--- src/common/can_ctl0_pkg.sv ---
package can_ctl0_pkg;
   // bus geometry
   localparam int ADDR_W = 5;
   localparam int DATA_W = 32;
   localparam int TS_W   = 16;
   // register byte offsets
   localparam logic [ADDR_W-1:0] OFF_CTRL0    = 5'h00;
   localparam logic [ADDR_W-1:0] OFF_STAT     = 5'h04;
   localparam logic [ADDR_W-1:0] OFF_IRQ_STAT = 5'h08;
   localparam logic [ADDR_W-1:0] OFF_IRQ_EN   = 5'h0C;
   localparam logic [ADDR_W-1:0] OFF_IRQ_CLR  = 5'h10;
   localparam logic [ADDR_W-1:0] OFF_TIMER    = 5'h14;
   localparam logic [ADDR_W-1:0] OFF_STAMP    = 5'h18;
   // control register zero bit positions
   localparam int B_RX_FRAME_FLAG  = 7;
   localparam int B_RX_ACTIVE_STATUS  = 6;
   localparam int B_STOPW  = 5;
   localparam int B_SYNC   = 4;
   localparam int B_TIMEN  = 3;
   localparam int B_WAKEN  = 2;
   localparam int B_SLEEP_REQUEST  = 1;
   localparam int B_INIT_REQUEST = 0;
   localparam logic [7:0] CTRL0_RESET = 8'h00;
   // mode status bit positions
   localparam int B_INIT_ACK = 0;
   localparam int B_SLPAK  = 1;
   // event bits
   localparam int EV_N     = 3;
   localparam int EV_RXF   = 0;
   localparam int EV_WAKE  = 1;
   localparam int EV_STAMP = 2;
   // message buffer byte that receives the stamp high byte, low byte follows
   localparam logic [15:0] STAMP_BYTE_ADDR = 16'h000E;
   // controller modes
   typedef enum logic [1:0] {MODE_RUN, MODE_INIT, MODE_SLEEP} mode_e;
endpackage : can_ctl0_pkg

--- src/rtl/can_stamp_timer.sv ---
module can_stamp_timer #(
   parameter int TS_W = 16
) (
   // clock and reset
   input  wire logic            clk_in,
   input  wire logic            rst_n_in,
   input  wire logic            clk_en_in,
   // control
   input  wire logic            run_in,
   input  wire logic            tick_in,
   input  wire logic            acked_in,
   // results
   output logic [TS_W-1:0]      count_out,
   output logic [TS_W-1:0]      stamp_out,
   output logic                 stamp_wr_out
);
   logic [TS_W-1:0] count_reg;
   logic [TS_W-1:0] stamp_reg;
   logic            wr_reg;

   // free-running counter, cleared while stopped
   always_ff @(posedge clk_in or negedge rst_n_in) begin
      if (!rst_n_in) begin
         count_reg <= '0;
      end else if (clk_en_in) begin
         if (!run_in) begin
            count_reg <= '0;
         end else if (tick_in) begin
            count_reg <= count_reg + 1'b1;
         end
      end
   end

   // capture on acknowledge and pulse the buffer write
   always_ff @(posedge clk_in or negedge rst_n_in) begin
      if (!rst_n_in) begin
         stamp_reg <= '0;
         wr_reg    <= 1'b0;
      end else if (clk_en_in) begin
         wr_reg <= run_in & acked_in;
         if (run_in && acked_in) begin
            stamp_reg <= count_reg;
         end
      end
   end

   assign count_out    = count_reg;
   assign stamp_out    = stamp_reg;
   assign stamp_wr_out = wr_reg;
endmodule : can_stamp_timer

--- src/rtl/can_event_irq.sv ---
module can_event_irq #(
   parameter int N = 3
) (
   // clock and reset
   input  wire logic         clk_in,
   input  wire logic         rst_n_in,
   input  wire logic         clk_en_in,
   // events and software access
   input  wire logic [N-1:0] set_in,
   input  wire logic         clr_wr_in,
   input  wire logic         en_wr_in,
   input  wire logic [N-1:0] wdata_in,
   // state
   output logic [N-1:0]      status_out,
   output logic [N-1:0]      enable_out,
   output logic              irq_out
);
   logic [N-1:0] status_reg;
   logic [N-1:0] enable_reg;

   // sticky status, a new event beats a clear in the same cycle
   always_ff @(posedge clk_in or negedge rst_n_in) begin
      if (!rst_n_in) begin
         status_reg <= '0;
      end else if (clk_en_in) begin
         status_reg <= set_in | (status_reg & ~(clr_wr_in ? wdata_in : '0));
      end
   end

   // interrupt enables
   always_ff @(posedge clk_in or negedge rst_n_in) begin
      if (!rst_n_in) begin
         enable_reg <= '0;
      end else if (clk_en_in && en_wr_in) begin
         enable_reg <= wdata_in;
      end
   end

   assign status_out = status_reg;
   assign enable_out = enable_reg;
   assign irq_out    = |(status_reg & enable_reg);
endmodule : can_event_irq

--- src/rtl/can_control_zero.sv ---
// Added by the designer: the register offsets and the Avalon-MM register port.
module can_control_zero
   import can_ctl0_pkg::*;
(
   // clock and reset
   input  wire logic                                clk_in,
   input  wire logic                                rst_n_in,
   input  wire logic                                clk_en_in,
   // avalon-mm slave
   input  wire logic [can_ctl0_pkg::ADDR_W-1:0]     address_in,
   input  wire logic                                read_in,
   input  wire logic                                write_in,
   input  wire logic [can_ctl0_pkg::DATA_W-1:0]     writedata_in,
   input  wire logic [3:0]                          byteenable_in,
   output logic [can_ctl0_pkg::DATA_W-1:0]          readdata_out,
   output logic                                     waitrequest_out,
   // protocol engine status
   input  wire logic                                rx_frame_valid_in,
   input  wire logic                                rx_active_in,
   input  wire logic                                bus_synced_in,
   input  wire logic                                bus_idle_in,
   input  wire logic                                bit_tick_in,
   input  wire logic                                msg_acked_in,
   input  wire logic                                bus_activity_in,
   input  wire logic                                tx_core_in,
   // system mode
   input  wire logic                                wait_mode_in,
   // pin and engine control
   output logic                                     tx_pin_out,
   output logic                                     abort_out,
   output logic                                     clk_gate_out,
   output logic                                     wake_out,
   // timestamp to message buffer
   output logic                                     stamp_wr_out,
   output logic [15:0]                              stamp_addr_out,
   output logic [can_ctl0_pkg::TS_W-1:0]            stamp_data_out,
   // interrupt
   output logic                                     irq_out
);
   import can_ctl0_pkg::*;

   ////////////////////////////////////////////////////////////////////////////////////////////
   // declarations

   logic                ack_reg;
   logic [DATA_W-1:0]   readdata_reg;
   logic                rx_frame_reg;
   logic                stop_in_wait_reg;
   logic                timer_enable_reg;
   logic                wake_enable_reg;
   logic                sleep_request_reg;
   logic                init_request_reg;
   logic                wake_reg;
   mode_e               mode_reg;
   mode_e               mode_next;
   logic                init_ack;
   logic                init_mode;
   logic                out_of_init;
   logic                gated;
   logic                bus_req;
   logic                wr_fire;
   logic                ctrl_wr;
   logic                irq_en_wr;
   logic                irq_clr_wr;
   logic                wake_hit;
   logic                timer_run;
   logic [7:0]          wbyte;
   logic [7:0]          ctrl_view;
   logic [DATA_W-1:0]   rd_mux;
   logic [EV_N-1:0]     ev_set;
   logic [EV_N-1:0]     ev_status;
   logic [EV_N-1:0]     ev_enable;
   logic [TS_W-1:0]     ts_count;

   // address match for one register
   function automatic logic hit(input logic [ADDR_W-1:0] a, input logic [ADDR_W-1:0] off);
      return a == off;
   endfunction : hit

   ////////////////////////////////////////////////////////////////////////////////////////////
   // mode decode

   // init mode needs both request and acknowledge
   assign init_ack    = (mode_reg == MODE_INIT);
   assign init_mode   = init_request_reg & init_ack;
   assign out_of_init = ~init_request_reg & ~init_ack;
   assign timer_run   = timer_enable_reg & ~init_mode;
   assign wake_hit    = (mode_reg == MODE_SLEEP) & wake_enable_reg & bus_activity_in;

   // clock gate toward the cpu interface during wait
   assign gated        = wait_mode_in & stop_in_wait_reg;
   assign clk_gate_out = gated;

   ////////////////////////////////////////////////////////////////////////////////////////////
   // avalon-mm slave: request seen, one wait cycle, then taken

   assign bus_req         = (read_in | write_in) & ~gated;
   assign waitrequest_out = ~ack_reg;
   assign wr_fire         = write_in & ack_reg & clk_en_in;
   assign wbyte           = writedata_in[7:0];
   assign ctrl_wr         = wr_fire & byteenable_in[0] & hit(address_in, OFF_CTRL0);
   assign irq_en_wr       = wr_fire & byteenable_in[0] & hit(address_in, OFF_IRQ_EN);
   assign irq_clr_wr      = wr_fire & byteenable_in[0] & hit(address_in, OFF_IRQ_CLR);

   // acknowledge strobe, high for exactly one cycle per request
   always_ff @(posedge clk_in or negedge rst_n_in) begin
      if (!rst_n_in) begin
         ack_reg <= 1'b0;
      end else if (clk_en_in) begin
         ack_reg <= bus_req & ~ack_reg;
      end
   end

   // live view of control register zero
   always_comb begin
      ctrl_view           = CTRL0_RESET;
      ctrl_view[B_RX_FRAME_FLAG]  = rx_frame_reg;
      ctrl_view[B_RX_ACTIVE_STATUS]  = rx_active_in & ~init_mode;
      ctrl_view[B_STOPW]  = stop_in_wait_reg;
      ctrl_view[B_SYNC]   = bus_synced_in & ~init_mode;
      ctrl_view[B_TIMEN]  = timer_enable_reg;
      ctrl_view[B_WAKEN]  = wake_enable_reg;
      ctrl_view[B_SLEEP_REQUEST]  = sleep_request_reg;
      ctrl_view[B_INIT_REQUEST] = init_request_reg;
   end

   // read multiplexer, unmapped offsets read zero
   always_comb begin
      rd_mux = '0;
      case (address_in)
         OFF_CTRL0: begin
            rd_mux = DATA_W'(ctrl_view);
         end
         OFF_STAT: begin
            rd_mux[B_INIT_ACK] = init_ack;
            rd_mux[B_SLPAK]  = (mode_reg == MODE_SLEEP);
         end
         OFF_IRQ_STAT: begin
            rd_mux = DATA_W'(ev_status);
         end
         OFF_IRQ_EN: begin
            rd_mux = DATA_W'(ev_enable);
         end
         OFF_TIMER: begin
            rd_mux = DATA_W'(ts_count);
         end
         OFF_STAMP: begin
            rd_mux = DATA_W'(stamp_data_out);
         end
         default: begin
            rd_mux = '0;
         end
      endcase
   end

   // read data captured when the request is first seen
   always_ff @(posedge clk_in or negedge rst_n_in) begin
      if (!rst_n_in) begin
         readdata_reg <= '0;
      end else if (clk_en_in && bus_req && !ack_reg && read_in) begin
         readdata_reg <= rd_mux;
      end
   end

   assign readdata_out = readdata_reg;

   ////////////////////////////////////////////////////////////////////////////////////////////
   // control register zero

   // received-frame flag, hardware set wins over a clearing write
   always_ff @(posedge clk_in or negedge rst_n_in) begin
      if (!rst_n_in) begin
         rx_frame_reg <= CTRL0_RESET[B_RX_FRAME_FLAG];
      end else if (clk_en_in) begin
         if (init_mode) begin
            rx_frame_reg <= CTRL0_RESET[B_RX_FRAME_FLAG];
         end else if (rx_frame_valid_in) begin
            rx_frame_reg <= 1'b1;
         end else if (ctrl_wr && out_of_init && wbyte[B_RX_FRAME_FLAG]) begin
            rx_frame_reg <= 1'b0;
         end
      end
   end

   // stop-in-wait and timer enable, held at reset during init
   always_ff @(posedge clk_in or negedge rst_n_in) begin
      if (!rst_n_in) begin
         stop_in_wait_reg <= CTRL0_RESET[B_STOPW];
         timer_enable_reg <= CTRL0_RESET[B_TIMEN];
      end else if (clk_en_in) begin
         if (init_mode) begin
            stop_in_wait_reg <= CTRL0_RESET[B_STOPW];
            timer_enable_reg <= CTRL0_RESET[B_TIMEN];
         end else if (ctrl_wr && out_of_init) begin
            stop_in_wait_reg <= wbyte[B_STOPW];
            timer_enable_reg <= wbyte[B_TIMEN];
         end
      end
   end

   // wake enable keeps its value through init mode
   always_ff @(posedge clk_in or negedge rst_n_in) begin
      if (!rst_n_in) begin
         wake_enable_reg <= CTRL0_RESET[B_WAKEN];
      end else if (clk_en_in && ctrl_wr && out_of_init) begin
         wake_enable_reg <= wbyte[B_WAKEN];
      end
   end

   // init request is writable at any time, cleared only once acknowledged
   always_ff @(posedge clk_in or negedge rst_n_in) begin
      if (!rst_n_in) begin
         init_request_reg <= CTRL0_RESET[B_INIT_REQUEST];
      end else if (clk_en_in && ctrl_wr) begin
         if (wbyte[B_INIT_REQUEST]) begin
            init_request_reg <= 1'b1;
         end else if (init_ack) begin
            init_request_reg <= 1'b0;
         end
      end
   end

   // sleep request, cleared by bus wake-up or by software once asleep
   always_ff @(posedge clk_in or negedge rst_n_in) begin
      if (!rst_n_in) begin
         sleep_request_reg <= CTRL0_RESET[B_SLEEP_REQUEST];
      end else if (clk_en_in) begin
         if (wake_hit) begin
            sleep_request_reg <= 1'b0;
         end else if (ctrl_wr && out_of_init) begin
            if (wbyte[B_SLEEP_REQUEST]) begin
               sleep_request_reg <= 1'b1;
            end else if (mode_reg == MODE_SLEEP) begin
               sleep_request_reg <= 1'b0;
            end
         end
      end
   end

   ////////////////////////////////////////////////////////////////////////////////////////////
   // mode sequencer

   // init wins over sleep; sleep entered only with the bus idle
   always_comb begin
      mode_next = mode_reg;
      unique case (mode_reg)
         MODE_RUN: begin
            if (init_request_reg) begin
               mode_next = MODE_INIT;
            end else if (sleep_request_reg && bus_idle_in) begin
               mode_next = MODE_SLEEP;
            end
         end
         MODE_INIT: begin
            if (!init_request_reg) begin
               mode_next = MODE_RUN;
            end
         end
         MODE_SLEEP: begin
            if (init_request_reg) begin
               mode_next = MODE_INIT;
            end else if (!sleep_request_reg || wake_hit) begin
               mode_next = MODE_RUN;
            end
         end
      endcase
   end

   // mode state
   always_ff @(posedge clk_in or negedge rst_n_in) begin
      if (!rst_n_in) begin
         mode_reg <= MODE_RUN;
      end else if (clk_en_in) begin
         mode_reg <= mode_next;
      end
   end

   // wake pulse toward the power controller
   always_ff @(posedge clk_in or negedge rst_n_in) begin
      if (!rst_n_in) begin
         wake_reg <= 1'b0;
      end else if (clk_en_in) begin
         wake_reg <= wake_hit;
      end
   end

   assign wake_out  = wake_reg;
   assign abort_out = init_request_reg;

   // transmit pin forced recessive without waiting for a clock edge
   assign tx_pin_out = (gated | init_request_reg) ? 1'b1 : tx_core_in;

   ////////////////////////////////////////////////////////////////////////////////////////////
   // timestamp timer and interrupts

   can_stamp_timer #(
      .TS_W (TS_W)
   ) u_timer (
      .clk_in       (clk_in),
      .rst_n_in     (rst_n_in),
      .clk_en_in    (clk_en_in),
      .run_in       (timer_run),
      .tick_in      (bit_tick_in),
      .acked_in     (msg_acked_in),
      .count_out    (ts_count),
      .stamp_out    (stamp_data_out),
      .stamp_wr_out (stamp_wr_out)
   );

   assign stamp_addr_out = STAMP_BYTE_ADDR;

   // event sources
   always_comb begin
      ev_set           = '0;
      ev_set[EV_RXF]   = rx_frame_valid_in & ~init_mode;
      ev_set[EV_WAKE]  = wake_hit;
      ev_set[EV_STAMP] = stamp_wr_out;
   end

   can_event_irq #(
      .N (EV_N)
   ) u_irq (
      .clk_in     (clk_in),
      .rst_n_in   (rst_n_in),
      .clk_en_in  (clk_en_in),
      .set_in     (ev_set),
      .clr_wr_in  (irq_clr_wr),
      .en_wr_in   (irq_en_wr),
      .wdata_in   (wbyte[EV_N-1:0]),
      .status_out (ev_status),
      .enable_out (ev_enable),
      .irq_out    (irq_out)
   );
endmodule : can_control_zero

--- config.mk ---
export PLATFORM = sky130hd
export DESIGN_NAME = can_control_zero
export DESIGN_NICKNAME = d
export VERILOG_FILES = /design/src/common/can_ctl0_pkg.sv /design/src/rtl/can_stamp_timer.sv /design/src/rtl/can_event_irq.sv /design/src/rtl/can_control_zero.sv
export SDC_FILE = /design/constraint.sdc
export NUM_CORES = 1
export LEC_CHECK = 0
export ABC_AREA = 1
export BUFFER_PORTS_ARGS = -buffer_cell sky130_fd_sc_hd__clkbuf_2
export CAP_MARGIN = 20
export CORE_MARGIN = 1
export CORE_UTILIZATION = 55
export DETAILED_ROUTE_END_ITERATION = 10
export PLACE_DENSITY = 0.94
export SYNTH_ARGS = -nofsm -noshare
export SYNTH_HDL_FRONTEND = slang
export SYNTH_HIERARCHICAL = 1
export SYNTH_SLANG_ARGS = --single-unit
--- constraint.sdc ---
create_clock -name clk_in -period 2.9 [get_ports clk_in]
set_clock_uncertainty 0.2 [all_clocks]
set_input_delay 0.145 -clock clk_in [delete_from_list [all_inputs] [get_ports clk_in]]
set_output_delay 0.145 -clock clk_in [all_outputs]
set_load 0.01 [all_outputs]
Yosys cells after proc, flatten, opt, wreduce, memory -nomap -nowiden
Index checks and enable logic that the tools add are counted.
{"block": "word_totals", "reg_bits": 81}
{"block": "classes", "muxes": 25, "n_addsub": 1, "n_reduce_logical": 28, "n_eq_ne": 12, "n_bitwise": 29}
{"op": "$pmux W14 S5", "n": 1}
{"op": "$mux W16", "n": 2}
{"op": "$and A1 B1 Y1", "n": 18}
{"op": "$add A16 B1 Y16 const B", "n": 1}
{"op": "$eq A5 B5 Y1 const B", "n": 3}
{"op": "$mux W1", "n": 14}
{"op": "$pmux W2 S6", "n": 1}
{"op": "$eq A5 B4 Y1 const B", "n": 2}
{"op": "$logic_and A1 B1 Y1", "n": 10}
{"op": "$mux W2", "n": 5}
{"op": "$reduce_and A2 Y1", "n": 5}
{"op": "$and A3 B3 Y3", "n": 2}
{"op": "$pmux W2 S3", "n": 1}
{"op": "$reduce_bool A2 Y1", "n": 3}
{"op": "$reduce_bool A3 Y1", "n": 2}
{"op": "$eq A5 B3 Y1 const B", "n": 1}
{"op": "$logic_not A5 Y1", "n": 1}
{"op": "$not A1 Y1", "n": 5}
{"op": "$ne A2 B2 Y1 const B", "n": 2}
{"op": "$reduce_and A4 Y1", "n": 1}
{"op": "$mux W3", "n": 1}
{"op": "$ne A3 B2 Y1 const B", "n": 1}
{"op": "$ne A3 B3 Y1 const B", "n": 1}
{"op": "$not A3 Y3", "n": 1}
{"op": "9 further kinds", "n": 11}

Logic depth before layout (Yosys ltp)
{"block": "logic_depth", "ltp_word": 9, "ltp_mapped": 13}

Modules after synthesis
Netlist, hierarchy kept.
{"mod": "can_control_zero", "area_each_um2": 1940.6, "cells_per_inst": 281, "instances": 1}
{"mod": "can_stamp_timer", "area_each_um2": 1506.4, "cells_per_inst": 183, "instances": 1}
{"mod": "can_event_irq", "area_each_um2": 270.3, "cells_per_inst": 33, "instances": 1}

Worst setup path before layout
No wires, ideal clock.
{"block": "synth_timing", "path_kind": "reg-to-reg", "start": "register mode_reg[1]", "end": "register u_timer.count_reg[3] (netlist: u_timer/count_out[3])", "setup_time_ns": 0.077, "path_stages_with_launch": 13, "setup_slack_ns": 0.957, "arrival_time_ns": 1.666, "period_less_slack_ns": 1.943, "t_required_ns": 2.623, "path_cell_list": "dfrtp_1 > inv_1 > ha_1 > nand2_1 > inv_1 > nor2_1 > nand2_1 > nand2_2 > nor2_1 > inv_1 > buf_6 > o21ai_0 > a21oi_1"}
{"block": "synth_via", "elab_chain_cells": 6}
{"item": "start, declared", "line_no": "can_control_zero.sv:54", "rtl": "mode_e mode_reg;"}
{"item": "start signal, assigned", "line_no": "can_control_zero.sv:274", "rtl": "mode_reg <= mode_next;"}
{"item": "$eq A2 B1 Y1 *", "line_no": "can_control_zero.sv:84", "rtl": "assign init_ack = (mode_reg == MODE_INIT);"}
{"item": "$and A1 B1 Y1 *", "line_no": "can_control_zero.sv:85", "rtl": "assign init_mode = init_request_reg & init_ack;"}
{"item": "$not A1 Y1 *", "line_no": "can_control_zero.sv:87", "rtl": "assign timer_run = timer_enable_reg & ~init_mode;"}
{"item": "$and A1 B1 Y1 *", "line_no": "can_control_zero.sv:87"}
{"item": "via timer_run", "line_no": "can_control_zero.sv:66", "rtl": "logic timer_run;"}
{"item": "$ne A2 B2 Y1 (no line)"}
{"item": "$reduce_and A2 Y1 (no line)"}
{"item": "end signal, assigned", "line_no": "can_stamp_timer.sv:29", "rtl": "count_reg <= count_reg + 1'b1;"}
{"item": "end, declared", "line_no": "can_stamp_timer.sv:17", "rtl": "logic [TS_W-1:0] count_reg;"}
The timed path passes the listed nets; every way through them passes the cells marked *.
A chain may end at the register's enable or synchronous reset.

Final worst setup path
{"block": "layout_timing", "start": "register mode_reg[1]", "end": "register u_timer.count_reg[6] (netlist: u_timer/count_out[6])"}
The elaborated chain is that of the path after synthesis.

==> impl.org <==
** Route
- Mean routed wirelength per cell :: 14.90 um
- In this run the remaining antenna-violating nets after routing total 0.
- The detailed router finished its first iteration with 483 violations.
- Routed via count divided by cell count :: 5.664
- The final layout contains routed wiring with a total length of 9.803 mm.
- After detailed routing, the number of remaining DRC violations is 18.
- Across all layers, the routed design uses 3727 vias.
- For this run, the detailed router's first-pass iteration total came to 9.

** Floorplan
- Initial Util :: 57.88%
- The floorplan step defined a core boundary enclosing 0.006422 mm^2.
- Number of placement rows :: 29
- Die boundary height :: 84.21 um
- From left edge to right edge, the die measures 84.21 um.
- Floorplan die area :: 0.007091 mm^2
- For this design the top-level I/O count stands at 126.

** GRT
- Across every metal layer, demand over resource in global routing totals 29.82%.
- The first global-routing pass estimated 16.62 mm of wire.
- The initial antenna violation count is 0.
- The total overflow left after global routing is 0.
- Pin count of the biggest net entering global routing :: 66
- The via count of the first global-routing pass came to 3370.

** Pwr
- The worst-case IR drop observed on VDD is 0.2334 mV.
- PD cells :: 513.8 mW/mm^2
- Summed over all cells, the static leakage comes to 2.323 nW.

** Place
- The wire-length estimate of the detail-placed layout is 6.158 mm.
- Input and output buffers added on the ports amount to 64.
- # placed instances :: 629
- Routability congestion estimate from global placement :: 0.9212

** Clock tree
- The tree built by TritonCTS fans out to 65 sinks.
- Once the clock tree was built, the resizer swapped 0 gates to a different size.
- Clock root buffer :: sky130_fd_sc_hd__clkbuf_8
- For the worst-skew pair, the clock arrives at the later sink with an insertion delay of 0.35 ns.
- Clock buffers created by TritonCTS :: 9
- Clock transition at the register clock pins on the worst setup and hold paths after CTS :: 0.07 ns
- Bufs on Longest Clock Path :: 2
- TritonCTS built the clock tree.
- Max H-tree Level :: 3

** Synthesis
- Netlist cell types :: 26
- Part of the Yosys area used for sequential elements :: 43.76%
- Mapped Cells :: 497
- Warnings from Yosys :: 6
- After synthesis the netlist holds a flip-flop and latch count of 65.
- Syn Area/Cell :: 7.480 um^2
- Netlist Area Pre-Place :: 0.003717 mm^2

** STA
- Min Clock Period, post-route :: 2.418 ns
- Setup-violating endpoint count in the final report :: 0
- Summed over all failing endpoints, the final setup total negative slack is 0 ns.
- Max Clock Freq :: 413.6 MHz
- The number of max-slew violations in the final report is 0.
- The number of hold violations in the final report was 0.
- Least-Margin Pin Slew :: 0.8184 ns
- The worst path uses 83.37% of the clock period.
- The worst pin sits at a relative slew slack of 45.44%.
- Setup repair after global routing left no endpoint under its margin.

** Worst setup path
- Critical path required time :: 2.97 ns
- Worst Setup Path Type :: register to register
- Biggest fanout along the worst timing path :: 11
- The worst setup path is captured at a register.
- STA classifies the critical path startpoint as a register.
- STA puts the critical path data arrival time at 2.49 ns.

** Finish
- After filler insertion, the fill cell instance count of the layout stands at 452.
- Sequential cell area :: 0.001627 mm^2
- Once layout is complete, the utilization of the core stands at 67.50%.
- Area of the multi-input gates :: 0.001712 mm^2
- Net count reported at finish :: 635
- Synthesis-to-finish area growth :: 16.63%
- The number of antenna diodes in the final layout is 0.
- Share of layout cells above drive strength 1 :: 19.28%
- Non-filler instance count after layout :: 658

** Outcome
- Run status :: complete, but fails checks
- The checks that failed: design-rule violations.

** Flow run
- Max-cap violations in this run came to 0.

** Hold path
- The worst hold path belongs to the class input pin to register.
-- logic make-up after synthesis --
| family | count (synthesis) | share of synthesized area [%] |
|---|---|---|
| buf+inv | 89 | 13.23 |
| simple gates | 296 | 35.71 |
| compound gates | 40 | 5.453 |
| other cells | 2 | 0.2020 |
| fa+ha+maj | 4 | 1.346 |
| flops | 65 | 43.76 |
| mux | 1 | 0.3029 |
-- synth_stat cells, drive strengths merged --
| cell type | instances | area share [%] |
|---|---|---|
| a211oi | 1 | 0.20 |
| a21oi | 5 | 0.67 |
| buf | 40 | 8.3 |
| clkbuf | 4 | 0.40 |
| conb | 2 | 0.20 |
| dfrtp | 65 | 44 |
| ha | 4 | 1.3 |
| inv | 45 | 4.5 |
| mux2 | 1 | 0.30 |
| nand2 | 186 | 19 |
| nand3 | 33 | 4.8 |
| nand4 | 21 | 3.7 |
| nor2 | 48 | 6.7 |
| nor3 | 6 | 0.81 |
| o21ai | 34 | 4.6 |
| or2 | 2 | 0.34 |
-- repair_timing --
item / CTS / global route
endpoints found under the hold margin: 79 / 0
hold buffers: 13 / 0
endpoints found under the setup margin: 0 / 0
buffers inserted: 0 / 0
-- final cells by class --
type	instances	share of cell area [%]
timing repair buffer	82	11.26
clock buffer	11	3.261
clock inverter	5	2.367
sequential	65	37.52
tap	77	2.222
multi-input combinational	373	39.48
inverter	45	3.896
-- worst paths after layout --
kind                       cells after the start                                to                         from  slack (ns)
max                                           11  u_timer/count_out[6]$_DFFE_PN0P_      mode_reg[1]$_DFFE_PN0P_        0.48
min                                            6               ack_reg$_DFFE_PN0P_                 wait_mode_in        0.04
max reg2reg                                   11  u_timer/count_out[6]$_DFFE_PN0P_      mode_reg[1]$_DFFE_PN0P_        0.48
min reg2reg                                    2       readdata_out[5]$_DFFE_PN0P_  readdata_out[5]$_DFFE_PN0P_        0.28
max in group asynchronous                      3       readdata_out[1]$_DFFE_PN0P_                     rst_n_in        1.64
min in group asynchronous                      3   u_irq/status_out[2]$_DFFE_PN0P_                     rst_n_in        0.31
-- routing by layer --
metal | vias up | global-route usage (%) | wire length [um]
li1 | 1674 | - | -
met1 | 1732 | 40.00 | 3793
met2 | 270 | 48.06 | 4729
met3 | 51 | 4.130 | 859
met4 | 0 | 14.58 | 420
met5 | - | 0 | 0
-- report_power, final --
group / switching [mW] / total [mW] / internal, mW
clock: 0.348 / 0.941 / 0.593
sequential: 0.0365 / 0.983 / 0.947
combinational: 0.203 / 0.303 / 0.0999
-- stage by stage --
stage / worst slack [ns] / total power, mW / instance area [um^2] / hold WS [ns]
finish: 0.4822 / 2.227 / 4335 / 0.03819
global route: 0.2635 / 2.310 / 4335 / 0.1120
CTS: 0.5771 / 2.216 / 4335 / 0.03654
detailed placement: 0.6182 / 1.266 / 3961 / 0.1632
global placement: 0.6647 / 1.252 / 3961 / 0.1562
floorplan: 0.9568 / 1.192 / 3830 / -0.3506
-- critical path, stage by stage (launching register included) --
cell and delay, ns:
sky130_fd_sc_hd__dfrtp_1 0.38, sky130_fd_sc_hd__inv_1 0.07, sky130_fd_sc_hd__ha_1 0.25, sky130_fd_sc_hd__nand2_1 0.18, sky130_fd_sc_hd__inv_1 0.09, sky130_fd_sc_hd__nor2_1 0.18, sky130_fd_sc_hd__nand2_1 0.12, sky130_fd_sc_hd__nand2_2 0.14
sky130_fd_sc_hd__nor2_1 0.11, sky130_fd_sc_hd__inv_1 0.26, sky130_fd_sc_hd__o21ai_0 0.20, sky130_fd_sc_hd__a21oi_1 0.16
-- placed cells by master, fill, tap and decap left out --
cell | synthesis | final
sky130_fd_sc_hd__clkbuf_1 | 4 | 1
sky130_fd_sc_hd__clkbuf_8 | 0 | 10
sky130_fd_sc_hd__nor2_8 | 1 | 1
sky130_fd_sc_hd__nand3_1 | 32 | 32
sky130_fd_sc_hd__bufinv_16 | 0 | 3
sky130_fd_sc_hd__nand2_1 | 177 | 177
sky130_fd_sc_hd__nor2_4 | 6 | 6
sky130_fd_sc_hd__nand4_1 | 20 | 20
sky130_fd_sc_hd__conb_1 | 2 | 32
sky130_fd_sc_hd__nor2_2 | 3 | 3
sky130_fd_sc_hd__nor2_1 | 38 | 38
sky130_fd_sc_hd__nor3_1 | 6 | 6
sky130_fd_sc_hd__mux2_2 | 1 | 1
sky130_fd_sc_hd__clkinv_2 | 0 | 1
sky130_fd_sc_hd__o21ai_1 | 1 | 1
sky130_fd_sc_hd__nand3_4 | 1 | 1
sky130_fd_sc_hd__nand4_2 | 1 | 1
sky130_fd_sc_hd__buf_4 | 33 | 5
sky130_fd_sc_hd__inv_2 | 4 | 4
sky130_fd_sc_hd__dfrtp_1 | 65 | 65
sky130_fd_sc_hd__a211oi_1 | 1 | 1
sky130_fd_sc_hd__a21oi_1 | 5 | 5
sky130_fd_sc_hd__or2_2 | 2 | 2
sky130_fd_sc_hd__nand2_2 | 9 | 9
sky130_fd_sc_hd__ha_1 | 4 | 4
sky130_fd_sc_hd__clkinvlp_4 | 0 | 1
sky130_fd_sc_hd__o21ai_0 | 33 | 33
sky130_fd_sc_hd__clkbuf_2 | 0 | 64
sky130_fd_sc_hd__inv_1 | 41 | 41
sky130_fd_sc_hd__dlygate4sd3_1 | 0 | 13
No activity file was read; power rests on OpenSTA's default activity.
